===== config.mk =====
export PLATFORM = sky130hd
export DESIGN_NAME = pafs_top
export DESIGN_NICKNAME = d
export VERILOG_FILES = /design/src/logic/pafs_pkg.sv /design/src/logic/pafs_top.sv
export SDC_FILE = /design/constraint.sdc
export NUM_CORES = 1
export LEC_CHECK = 0
export BUFFER_PORTS_ARGS = -buffer_cell sky130_fd_sc_hd__buf_2
export CELL_PAD_IN_SITES_DETAIL_PLACEMENT = 0
export CELL_PAD_IN_SITES_GLOBAL_PLACEMENT = 1
export CORE_UTILIZATION = 40
export DETAILED_ROUTE_END_ITERATION = 7
export PLACE_DENSITY_LB_ADDON = 0.1
export SYNTH_ARGS = -nofsm -noshare
export SYNTH_HDL_FRONTEND = slang
export SYNTH_SLANG_ARGS = --single-unit

===== constraint.sdc =====
create_clock -name SYS_CLK -period 17.3 [get_ports SYS_CLK]
set_input_delay 3.46 -clock SYS_CLK [delete_from_list [all_inputs] [get_ports SYS_CLK]]
set_output_delay 3.46 -clock SYS_CLK [all_outputs]
set_load 0.01 [all_outputs]

===== src/logic/pafs_pkg.sv =====
// Package: offsets, field layout, reset values and codes of the port A low pin mux
package pafs_pkg;

  // ----------------------------------------
  // Register map (byte addresses on APB)
  // ----------------------------------------
  localparam logic [7:0]  OFS_SEL_UPPER   = 8'h00;
  localparam logic [7:0]  OFS_SEL_LOWER   = 8'h04;

  // ----------------------------------------
  // Writable bit masks, all other bits read zero
  // ----------------------------------------
  localparam logic [15:0] MASK_SEL_UPPER  = 16'h555F;
  localparam logic [15:0] MASK_SEL_LOWER  = 16'hFD75;

  // ----------------------------------------
  // Values after external power-on reset
  // ----------------------------------------
  localparam logic [15:0] RST_UPPER_EXT   = 16'h4000;
  localparam logic [15:0] RST_UPPER_SGL   = 16'h0000;
  localparam logic [15:0] RST_LOWER       = 16'h0000;

  // ----------------------------------------
  // Field positions, upper register
  // ----------------------------------------
  localparam int          POS_PIN15       = 14;
  localparam int          POS_PIN14       = 12;
  localparam int          POS_PIN13       = 10;
  localparam int          POS_PIN12       = 8;
  localparam int          POS_PIN11       = 6;
  localparam int          POS_PIN10       = 4;
  localparam int          POS_PIN9        = 2;
  localparam int          POS_PIN8        = 0;

  // ----------------------------------------
  // Field positions, lower register
  // ----------------------------------------
  localparam int          POS_PIN7        = 14;
  localparam int          POS_PIN6        = 12;
  localparam int          POS_PIN5        = 10;
  localparam int          POS_PIN4        = 8;
  localparam int          POS_PIN3        = 6;
  localparam int          POS_PIN2        = 4;
  localparam int          POS_PIN1        = 2;
  localparam int          POS_PIN0        = 0;

  // ----------------------------------------
  // Final count; the strap is taken one cycle later, four cycles after reset release
  // ----------------------------------------
  localparam logic [1:0]  INIT_WAIT       = 2'd3;

  // Operating mode on the mode pins, Gray along single -> extended -> ROM invalid
  typedef enum logic [1:0] {
    PAFS_MODE_SINGLE = 2'b00,
    PAFS_MODE_EXT    = 2'b01,
    PAFS_MODE_ROMINV = 2'b11,
    PAFS_MODE_RSVD   = 2'b10
  } pafs_mode_t;

  // Effective pin function: 0 general I/O, then alternates in field order
  typedef enum logic [1:0] {
    PAFS_FN_GPIO = 2'b00,
    PAFS_FN_ALT1 = 2'b01,
    PAFS_FN_ALT2 = 2'b10,
    PAFS_FN_ALT3 = 2'b11
  } pafs_fn_t;

endpackage


===== src/logic/pafs_top.sv =====
// Port A low sixteen pins: function select registers on APB and the pin multiplexer
//
// Notes on behaviour
// - Reserved bits read back as zero
// - Pin 15 bit resets one in extended
// - Pin 15: general I/O or clock out
// - Pin 14 read strobe, mode overrides
// - Pin 13 upper write strobe, mode overrides
// - Pin 12 lower write strobe, mode overrides
// - Pin 11 chip select 1, mode overrides
// - Pin 10 chip select 0, mode overrides
// - Pin 9: timer clock D, interrupt 3
// - Pin 8: timer clock C, interrupt 2
// - Pin 7: timer clock B, chip select 3
// - Pin 6: timer clock A, chip select 2
// - Pin 5: serial clock 1, DMA 1, interrupt 1
// - Pin 4: serial transmit 1 out
// - Pin 3: serial receive 1 in
// - Pin 2: serial clock 0, DMA 0, interrupt 0
// - Pin 1: serial transmit 0 out
// - Pin 0: serial receive 0 in
// - Power-on reset values follow the mode
// - Other resets keep register contents
//
// Chosen here: the APB slave port and the register addresses.
module pafs_top
  import pafs_pkg::*;
(
  // Clock and power-on reset
  input  wire logic        SYS_CLK,
  input  wire logic        RESET_N,
  // Operating mode pins
  input  wire logic [1:0]  MODE_PINS,
  // APB slave
  input  wire logic        PSEL,
  input  wire logic        PENABLE,
  input  wire logic        PWRITE,
  input  wire logic [7:0]  PADDR,
  input  wire logic [31:0] PWDATA,
  output logic      [31:0] PRDATA,
  output logic             PREADY,
  output logic             PSLVERR,
  // Pads
  input  wire logic [15:0] PA_IN,
  output logic      [15:0] PA_OUT,
  output logic      [15:0] PA_OE,
  // General I/O port side
  input  wire logic [15:0] GPIO_OUT,
  input  wire logic [15:0] GPIO_OE,
  output logic      [15:0] GPIO_IN,
  // Bus and clock outputs to the pads, strobes active low
  input  wire logic        SYSTEM_CLK_OUT,
  input  wire logic        READ_STROBE_N,
  input  wire logic        UPPER_WRITE_STROBE_N,
  input  wire logic        LOWER_WRITE_STROBE_N,
  input  wire logic [3:0]  CHIP_SELECT_N,
  // Serial channels
  input  wire logic [1:0]  SERIAL_TX,
  input  wire logic [1:0]  SERIAL_CLOCK_OUT,
  input  wire logic [1:0]  SERIAL_CLOCK_OE,
  output logic      [1:0]  SERIAL_CLOCK_IN,
  output logic      [1:0]  SERIAL_RX,
  // Inputs routed to timer, interrupt and DMA logic
  output logic      [3:0]  TIMER_EXT_CLOCK,
  output logic      [3:0]  EXT_INTERRUPT,
  output logic      [1:0]  DMA_REQUEST,
  // Effective function per pin, two bits each
  output logic      [31:0] PIN_FUNCTION
);

  // ----------------------------------------
  // Reset release and input synchronisers
  // ----------------------------------------
  logic        rst_meta_n_reg;
  logic        rst_n;
  logic [1:0]  mode_s1_reg, mode_s2_reg, mode_s3_reg;
  logic [1:0]  mode_filt_reg;
  logic [15:0] pin_s1_reg, pin_s2_reg, pin_s3_reg;
  logic [15:0] pin_filt_reg;
  pafs_mode_t  mode;
  logic [1:0]  mode_filt_next;
  logic [15:0] pin_filt_next;

  always_ff @(posedge SYS_CLK or negedge RESET_N) begin
    if (!RESET_N) begin
      rst_meta_n_reg <= 1'b0;
      rst_n          <= 1'b0;
    end else begin
      rst_meta_n_reg <= 1'b1;
      rst_n          <= rst_meta_n_reg;
    end
  end

  always_ff @(posedge SYS_CLK or negedge rst_n) begin
    if (!rst_n) begin
      mode_s1_reg   <= 2'b00;
      mode_s2_reg   <= 2'b00;
      mode_s3_reg   <= 2'b00;
      mode_filt_reg <= 2'b00;
      pin_s1_reg    <= 16'h0000;
      pin_s2_reg    <= 16'h0000;
      pin_s3_reg    <= 16'h0000;
      pin_filt_reg  <= 16'h0000;
    end else begin
      mode_s1_reg   <= MODE_PINS;
      mode_s2_reg   <= mode_s1_reg;
      mode_s3_reg   <= mode_s2_reg;
      mode_filt_reg <= mode_filt_next;
      pin_s1_reg    <= PA_IN;
      pin_s2_reg    <= pin_s1_reg;
      pin_s3_reg    <= pin_s2_reg;
      pin_filt_reg  <= pin_filt_next;
    end
  end

  // A change counts only once the second and third stage agree
  assign mode_filt_next = (mode_s2_reg & ~(mode_s2_reg ^ mode_s3_reg))
                        | (mode_filt_reg & (mode_s2_reg ^ mode_s3_reg));
  assign pin_filt_next  = (pin_s2_reg & ~(pin_s2_reg ^ pin_s3_reg))
                        | (pin_filt_reg & (pin_s2_reg ^ pin_s3_reg));

  // Reserved mode code decodes like extended further down
  assign mode = pafs_mode_t'(mode_filt_reg);

  // ----------------------------------------
  // Strap capture after power-on reset
  // ----------------------------------------
  // Mode pins need the synchroniser depth before they can be trusted,
  // so the bus is held off (PREADY low) until the strap is taken.
  logic [1:0]  init_cnt_reg;
  logic        init_done_reg;
  logic        strap_ext;

  // The registered filter still shows its reset value on the capture
  // edge, so the strap is read from the filter's next value instead
  assign strap_ext = (pafs_mode_t'(mode_filt_next) != PAFS_MODE_SINGLE);

  always_ff @(posedge SYS_CLK or negedge rst_n) begin
    if (!rst_n) begin
      init_cnt_reg  <= 2'd0;
      init_done_reg <= 1'b0;
    end else if (!init_done_reg) begin
      if (init_cnt_reg == INIT_WAIT) begin
        init_done_reg <= 1'b1;
      end else begin
        init_cnt_reg <= init_cnt_reg + 2'd1;
      end
    end
  end

  // ----------------------------------------
  // APB slave and function select registers
  // ----------------------------------------
  logic [15:0] sel_upper_reg;
  logic [15:0] sel_lower_reg;
  logic        setup_phase;
  logic        access_done;
  logic        hit_upper, hit_lower;

  // Setup is ignored until the strap is taken; the master just waits
  assign setup_phase = PSEL && !PENABLE && init_done_reg;
  assign access_done = PSEL && PENABLE && PREADY;
  // Full byte address compared, so no offset aliases onto a register
  assign hit_upper   = (PADDR == OFS_SEL_UPPER);
  assign hit_lower   = (PADDR == OFS_SEL_LOWER);

  // Only RESET_N clears these; no other reset source reaches this block.
  // contents kept otherwise
  always_ff @(posedge SYS_CLK or negedge rst_n) begin
    if (!rst_n) begin
      sel_upper_reg <= RST_UPPER_SGL;
      sel_lower_reg <= RST_LOWER;
    end else if (!init_done_reg) begin
      if (init_cnt_reg == INIT_WAIT) begin
        sel_upper_reg <= strap_ext ? RST_UPPER_EXT : RST_UPPER_SGL;
        sel_lower_reg <= RST_LOWER;
      end
    end else if (access_done && PWRITE) begin
      if (hit_upper) begin
        sel_upper_reg <= PWDATA[15:0] & MASK_SEL_UPPER;
      end
      if (hit_lower) begin
        sel_lower_reg <= PWDATA[15:0] & MASK_SEL_LOWER;
      end
    end
  end

  // No wait state: answer registered in setup, ready in first access cycle
  always_ff @(posedge SYS_CLK or negedge rst_n) begin
    if (!rst_n) begin
      PREADY  <= 1'b0;
      PRDATA  <= 32'h0000_0000;
      PSLVERR <= 1'b0;
    end else if (setup_phase) begin
      PREADY  <= 1'b1;
      PSLVERR <= !(hit_upper || hit_lower);
      // upper half and reserved bits read zero
      if (!PWRITE && hit_upper) begin
        PRDATA <= {16'h0000, sel_upper_reg & MASK_SEL_UPPER};
      end else if (!PWRITE && hit_lower) begin
        PRDATA <= {16'h0000, sel_lower_reg & MASK_SEL_LOWER};
      end else begin
        PRDATA <= 32'h0000_0000;
      end
    end else begin
      PREADY  <= 1'b0;
      PSLVERR <= 1'b0;
      PRDATA  <= 32'h0000_0000;
    end
  end

  // ----------------------------------------
  // Effective function per pin
  // ----------------------------------------
  // Bus function bit overridden by mode: ROM invalid forces, single chip denies
  function automatic pafs_fn_t bus_fn(input logic sel, input pafs_mode_t m);
    case (m)
      PAFS_MODE_SINGLE: bus_fn = PAFS_FN_GPIO;
      PAFS_MODE_ROMINV: bus_fn = PAFS_FN_ALT1;
      default:          bus_fn = sel ? PAFS_FN_ALT1 : PAFS_FN_GPIO;
    endcase
  endfunction

  // Two-bit field; reserved code and, in single chip, the bus-only code fall to GPIO
  function automatic pafs_fn_t field_fn(input logic [1:0] code, input logic rsvd11,
                                        input logic bus10, input pafs_mode_t m);
    if ((code == 2'b11) && rsvd11) begin
      field_fn = PAFS_FN_GPIO;
    end else if ((code == 2'b10) && bus10 && (m == PAFS_MODE_SINGLE)) begin
      field_fn = PAFS_FN_GPIO;
    end else begin
      field_fn = pafs_fn_t'(code);
    end
  endfunction

  // Indexed by pin number
  pafs_fn_t fn [16];

  always_comb begin
    // clock output select, no mode override
    fn[15] = sel_upper_reg[POS_PIN15] ? PAFS_FN_ALT1 : PAFS_FN_GPIO;
    fn[14] = bus_fn(sel_upper_reg[POS_PIN14], mode);
    fn[13] = bus_fn(sel_upper_reg[POS_PIN13], mode);
    fn[12] = bus_fn(sel_upper_reg[POS_PIN12], mode);
    fn[11] = bus_fn(sel_upper_reg[POS_PIN11], mode);
    fn[10] = bus_fn(sel_upper_reg[POS_PIN10], mode);
    fn[9]  = field_fn(sel_upper_reg[POS_PIN9+:2], 1'b1, 1'b0, mode);
    // timer clock C or interrupt 2
    fn[8]  = field_fn(sel_upper_reg[POS_PIN8+:2], 1'b1, 1'b0, mode);
    // chip select 3 denied in single chip
    fn[7]  = field_fn(sel_lower_reg[POS_PIN7+:2], 1'b1, 1'b1, mode);
    // chip select 2 denied in single chip
    fn[6]  = field_fn(sel_lower_reg[POS_PIN6+:2], 1'b1, 1'b1, mode);
    // DMA request 1 denied in single chip
    fn[5]  = field_fn(sel_lower_reg[POS_PIN5+:2], 1'b0, 1'b1, mode);
    fn[4]  = sel_lower_reg[POS_PIN4] ? PAFS_FN_ALT1 : PAFS_FN_GPIO;
    fn[3]  = sel_lower_reg[POS_PIN3] ? PAFS_FN_ALT1 : PAFS_FN_GPIO;
    // DMA request 0 denied in single chip
    fn[2]  = field_fn(sel_lower_reg[POS_PIN2+:2], 1'b0, 1'b1, mode);
    fn[1]  = sel_lower_reg[POS_PIN1] ? PAFS_FN_ALT1 : PAFS_FN_GPIO;
    fn[0]  = sel_lower_reg[POS_PIN0] ? PAFS_FN_ALT1 : PAFS_FN_GPIO;
  end

  // ----------------------------------------
  // Pad drive per pin
  // ----------------------------------------
  // Alternate output of each pin when its function is anything but GPIO
  logic [15:0] alt_out;
  logic [15:0] alt_oe;
  logic [15:0] pa_out_next;
  logic [15:0] pa_oe_next;

  always_comb begin
    alt_out = 16'h0000;
    alt_oe  = 16'h0000;
    alt_out[15] = SYSTEM_CLK_OUT;
    alt_oe[15]  = 1'b1;
    alt_out[14] = READ_STROBE_N;
    alt_oe[14]  = 1'b1;
    alt_out[13] = UPPER_WRITE_STROBE_N;
    alt_oe[13]  = 1'b1;
    alt_out[12] = LOWER_WRITE_STROBE_N;
    alt_oe[12]  = 1'b1;
    alt_out[11] = CHIP_SELECT_N[1];
    alt_oe[11]  = 1'b1;
    alt_out[10] = CHIP_SELECT_N[0];
    alt_oe[10]  = 1'b1;
    // Pins 7 and 6 drive only as chip selects, timer clocks are inputs
    alt_out[7]  = CHIP_SELECT_N[3];
    alt_oe[7]   = (fn[7] == PAFS_FN_ALT2);
    alt_out[6]  = CHIP_SELECT_N[2];
    alt_oe[6]   = (fn[6] == PAFS_FN_ALT2);
    // Serial clocks are two-way, steered by the serial channel
    alt_out[5]  = SERIAL_CLOCK_OUT[1];
    alt_oe[5]   = (fn[5] == PAFS_FN_ALT1) && SERIAL_CLOCK_OE[1];
    alt_out[4]  = SERIAL_TX[1];
    alt_oe[4]   = 1'b1;
    alt_out[2]  = SERIAL_CLOCK_OUT[0];
    alt_oe[2]   = (fn[2] == PAFS_FN_ALT1) && SERIAL_CLOCK_OE[0];
    alt_out[1]  = SERIAL_TX[0];
    alt_oe[1]   = 1'b1;
  end

  // General I/O keeps the port's own data and direction
  genvar gi;
  generate
    for (gi = 0; gi < 16; gi++) begin : g_pad
      assign pa_out_next[gi] = (fn[gi] == PAFS_FN_GPIO) ? GPIO_OUT[gi] : alt_out[gi];
      assign pa_oe_next[gi]  = (fn[gi] == PAFS_FN_GPIO) ? GPIO_OE[gi]  : alt_oe[gi];
    end
  endgenerate

  // Registered pads cost one cycle of latency on every output path
  // PIN_FUNCTION shares this stage so both line up in time
  always_ff @(posedge SYS_CLK or negedge rst_n) begin
    if (!rst_n) begin
      PA_OUT       <= 16'h0000;
      PA_OE        <= 16'h0000;
      PIN_FUNCTION <= 32'h0000_0000;
    end else begin
      PA_OUT <= pa_out_next;
      PA_OE  <= pa_oe_next;
      for (int i = 0; i < 16; i++) begin
        PIN_FUNCTION[2*i+:2] <= fn[i];
      end
    end
  end

  // ----------------------------------------
  // Inputs routed to peripherals
  // ----------------------------------------
  // Unselected peripheral inputs read zero
  always_ff @(posedge SYS_CLK or negedge rst_n) begin
    if (!rst_n) begin
      GPIO_IN         <= 16'h0000;
      TIMER_EXT_CLOCK <= 4'h0;
      EXT_INTERRUPT   <= 4'h0;
      DMA_REQUEST     <= 2'b00;
      SERIAL_RX       <= 2'b00;
      SERIAL_CLOCK_IN <= 2'b00;
    end else begin
      GPIO_IN            <= pin_filt_reg;
      TIMER_EXT_CLOCK[0] <= pin_filt_reg[6] && (fn[6] == PAFS_FN_ALT1);
      TIMER_EXT_CLOCK[1] <= pin_filt_reg[7] && (fn[7] == PAFS_FN_ALT1);
      TIMER_EXT_CLOCK[2] <= pin_filt_reg[8] && (fn[8] == PAFS_FN_ALT1);
      TIMER_EXT_CLOCK[3] <= pin_filt_reg[9] && (fn[9] == PAFS_FN_ALT1);
      EXT_INTERRUPT[0]   <= pin_filt_reg[2] && (fn[2] == PAFS_FN_ALT3);
      EXT_INTERRUPT[1]   <= pin_filt_reg[5] && (fn[5] == PAFS_FN_ALT3);
      EXT_INTERRUPT[2]   <= pin_filt_reg[8] && (fn[8] == PAFS_FN_ALT2);
      EXT_INTERRUPT[3]   <= pin_filt_reg[9] && (fn[9] == PAFS_FN_ALT2);
      DMA_REQUEST[0]     <= pin_filt_reg[2] && (fn[2] == PAFS_FN_ALT2);
      DMA_REQUEST[1]     <= pin_filt_reg[5] && (fn[5] == PAFS_FN_ALT2);
      SERIAL_RX[0]       <= pin_filt_reg[0] && (fn[0] == PAFS_FN_ALT1);
      SERIAL_RX[1]       <= pin_filt_reg[3] && (fn[3] == PAFS_FN_ALT1);
      SERIAL_CLOCK_IN[0] <= pin_filt_reg[2] && (fn[2] == PAFS_FN_ALT1);
      SERIAL_CLOCK_IN[1] <= pin_filt_reg[5] && (fn[5] == PAFS_FN_ALT1);
    end
  end

endmodule


==> results_dict.tcl <==
set metrics [dict create \
    floorplan.rows 46 \
    global_route_wire_length_before_repair_mm 20.93 \
    cts_inserted_buffers 17 \
    ctsHtreeMaxLevel 4 \
    yosys.cell_types.count 32 \
    drv_slew 0 \
    grt_setup_unrepaired "no" \
    sequential_cell_area_fraction_in_the_yosys_report_pct 74.24 \
    f_max_mhz 188.3 \
    worst_hold_check_path_type "flop to flop" \
    crit_path_end_kind "flop" \
    hold_start "pin_s1_reg[7]" \
    final_estimated_routing_congestion_in_global_placement 0.7307 \
    cts_resized 0 \
    largest_register_ff_count 22 \
    initialDrtViolationCount 196 \
    drcViolationCount 0 \
    die-area_mm2 0.01729 \
    post_drt_via_cell_ratio 4.386 \
    crit_arrival_ns 5.63 \
    final.min_clock_period_ns 5.311 \
    nNetsFinal 771 \
    post-route-period-util_pct 30.70 \
    design_power_total_mw 0.9488 \
    result_of_the_run "finished, final reports clean" \
    placedInstanceArea_mm2 0.007840 \
    whs_ns 0.3501 \
    via_count_of_the_first_global_routing_pass 4057 \
    cts.sinks 199 \
    worst_slack_ns 11.99 \
    rrSetupSlack_ns 14.77 \
    hold-path-cell-count 0 \
    routedWlPerCell_um 14.53 \
    ant_nets 0 \
    r2r_end "sel_upper_reg[2]" \
    power.density_mw_per_mm2 112.3 \
    route.final.wire_length_mm 12.80 \
    final_hold_viol_count 0 \
    cts-hold-fix-buffers 0 \
    dp_worst_setup_slack_ns 11.51 \
    fin_tns_setup_ns 0 \
    worst_setup_hold_path_clk_slew_ns 0.08 \
    yosysWarnings 0 \
    port-buffer-count 190 \
    finalInstanceArea_mm2 0.008447 \
    slew_headroom_pct 39.01 \
    grt_antenna_before_repair 2 \
    crit-reg2reg-launch "init_done_reg" \
    avgSynthCellArea_um2 14.91 \
    tightestPinTransition_ns 0.9118 \
    die_y_um 131.5 \
    max_flop_register "PIN_FUNCTION" \
    p_leak_nw 4.315 \
    clock_tree_from_tritoncts "built" \
    final_layout_size_suffix_gt1_share_pct 38.70 \
    dieWidth_um 131.5 \
    worst_hold_path.endpoint "pin_s2_reg[7]" \
    dr_total_vias 3864 \
    synthCells 450 \
    synthesis_stage_register_bit_count 199 \
    grt_util_all_layers_pct 15.97 \
    cp_data_required_time_ns 17.61 \
    syn_to_final_growth_pct 25.93 \
    largest_net_degree_at_the_start_of_global_routing 148 \
    endpoints_failing_setup 0 \
    skew_ns 0.01051 \
    clock-root-buffer "sky130_fd_sc_hd__clkbuf_16" \
    drt_pass1_iterations 4 \
    gr-total-overflow 0 \
    detailed_place_hpwl_mm 8.677 \
    critPathMaxFanout 10 \
    worstSkewPairLatency_ns 0.44 \
    cp-start-kind "input pin" \
    worstRegToRegCells 3 \
    start_util_pct 41.62 \
    post_cts_buffers 0 \
    cts_buffer_depth 2 \
    max-cap-violations 0 \
    ioPinCount 237 \
    ws_path_type "input pin to flop" \
    peakVddDrop_mv 0.08582 \
    timing.critical_path.from "PADDR[5]" \
    synth_area_mm2 0.006708 \
    coreArea_mm2 0.01612 \
]
-- cell families after synthesis --
| logic type | count (synthesis) | synth area share [%] |
|---|---|---|
| xor gates and xnor gates | 1 | 0.1306 |
| other | 2 | 0.1120 |
| muxes | 23 | 3.805 |
| adders and majority gates | 29 | 4.738 |
| and+or+nand+nor | 100 | 7.965 |
| buffers and inverters | 59 | 4.868 |
| DFF | 199 | 74.24 |
| AOI/OAI and AO/OA | 37 | 4.141 |
-- worst max path at each step --
stage               depth (start not counted)          endpoint  slack (ns)
floorplan                                   0    DMA_REQUEST[0]       11.34
global placement                            5  sel_upper_reg[6]       11.51
detailed placement                          5  sel_upper_reg[6]       11.51
CTS                                         5  sel_upper_reg[2]       11.97
global route                                5  sel_upper_reg[2]       11.88
finish                                      5  sel_upper_reg[2]       11.99
-- power breakdown --
part / internal [mW] / leakage [nW] / total (mW) / switching (mW)
clock: 0.208 / 0.294 / 0.398 / 0.190
sequential: 0.487 / 2.47 / 0.498 / 0.0110
combinational: 0.0236 / 1.55 / 0.0534 / 0.0297
total: 0.718 / 4.31 / 0.949 / 0.231
-- synth_stat cells (all sizes together) --
library cell | number | area (µm²)
dfrtp | 199 | 4980
nand2 | 29 | 108.9
buf | 28 | 210.2
and2 | 25 | 156.4
inv | 20 | 75.07
mux2 | 20 | 225.2
maj3 | 18 | 180.2
nor2 | 15 | 56.30
clkbuf | 11 | 41.29
ha | 11 | 137.6
a21oi | 9 | 45.04
nor2b | 9 | 56.30
o21ai | 9 | 45.04
a22o | 8 | 70.07
a221o | 6 | 60.06
nand2b | 6 | 37.54
or2 | 5 | 33.78
mux2i | 3 | 30.03
nor4 | 3 | 31.28
a21boi | 2 | 15.01
conb | 2 | 7.510
nor3 | 2 | 10.01
nor3b | 2 | 15.01
o21bai | 2 | 15.01
nand3 | 1 | 5.000
nand4 | 1 | 6.260
o41ai | 1 | 27.53
or3 | 1 | 6.260
or4 | 1 | 11.26
xor2 | 1 | 8.760
-- metal layers --
layer | share of wire [%] | up-vias | global-route usage, %
li1 | - | 1813 | -
met1 | 44 | 1881 | 20.11
met2 | 47 | 147 | 24.78
met3 | 6.1 | 21 | 5.285
met4 | 2.4 | 2 | 7.687
met5 | 0.078 | - | 0
-- stage by stage --
stage | instances | util [%]
CTS | 880 | 52.40
global route | 881 | 52.41
global placement | 848 | 48.65
detailed placement | 848 | 48.65
finish | 881 | 52.41
floorplan | 477 | -
-- cell usage in the layout (no fill, tap or decap), types with 2 or more instances in the layout --
cell type                   Yosys  final
sky130_fd_sc_hd__nor2_1        15     15
sky130_fd_sc_hd__nand2b_1       6      6
sky130_fd_sc_hd__inv_8          0      5
sky130_fd_sc_hd__o21bai_1       2      2
sky130_fd_sc_hd__mux2_2        20     20
sky130_fd_sc_hd__nor2b_1        9      9
sky130_fd_sc_hd__dfrtp_1      199    198
sky130_fd_sc_hd__a22o_1         8      8
sky130_fd_sc_hd__buf_2          0    190
sky130_fd_sc_hd__o21ai_0        9      9
sky130_fd_sc_hd__or2_2          4      4
sky130_fd_sc_hd__a21boi_0       2      2
sky130_fd_sc_hd__clkinv_8       0      2
sky130_fd_sc_hd__maj3_1        18     18
sky130_fd_sc_hd__nor3_1         2      2
sky130_fd_sc_hd__inv_1         20     20
sky130_fd_sc_hd__inv_6          0      3
sky130_fd_sc_hd__and2_1        25     25
sky130_fd_sc_hd__nor3b_1        2      2
sky130_fd_sc_hd__clkbuf_16      0     17
sky130_fd_sc_hd__clkinv_4       0      3
sky130_fd_sc_hd__buf_4         28      3
sky130_fd_sc_hd__conb_1         2     29
sky130_fd_sc_hd__a221o_1        6      6
sky130_fd_sc_hd__ha_1          11     11
sky130_fd_sc_hd__nor4_2         2      2
sky130_fd_sc_hd__mux2i_1        3      3
sky130_fd_sc_hd__a21oi_1        9      9
sky130_fd_sc_hd__nand2_1       29     29
-- layout make-up --
class                           count  area (µm²)
Inverter                           20       75.07
Clock buffer                       17       425.4
Clock inverter                     15       178.9
Fill cell                        1426        7669
Sequential cell                   199        4984
Tap cell                          216       270.3
Multi-Input combinational cell    219        1518
Timing Repair Buffer              194       993.5
Antenna cell                        1       2.502
-- critical path: stages --
cell and delay [ns]:
sky130_fd_sc_hd__buf_2 0.10, sky130_fd_sc_hd__or4_4 0.55, sky130_fd_sc_hd__or2_4 0.28, sky130_fd_sc_hd__o41ai_4 0.81, sky130_fd_sc_hd__mux2_2 0.41
(Power assumes the default switching activity.)
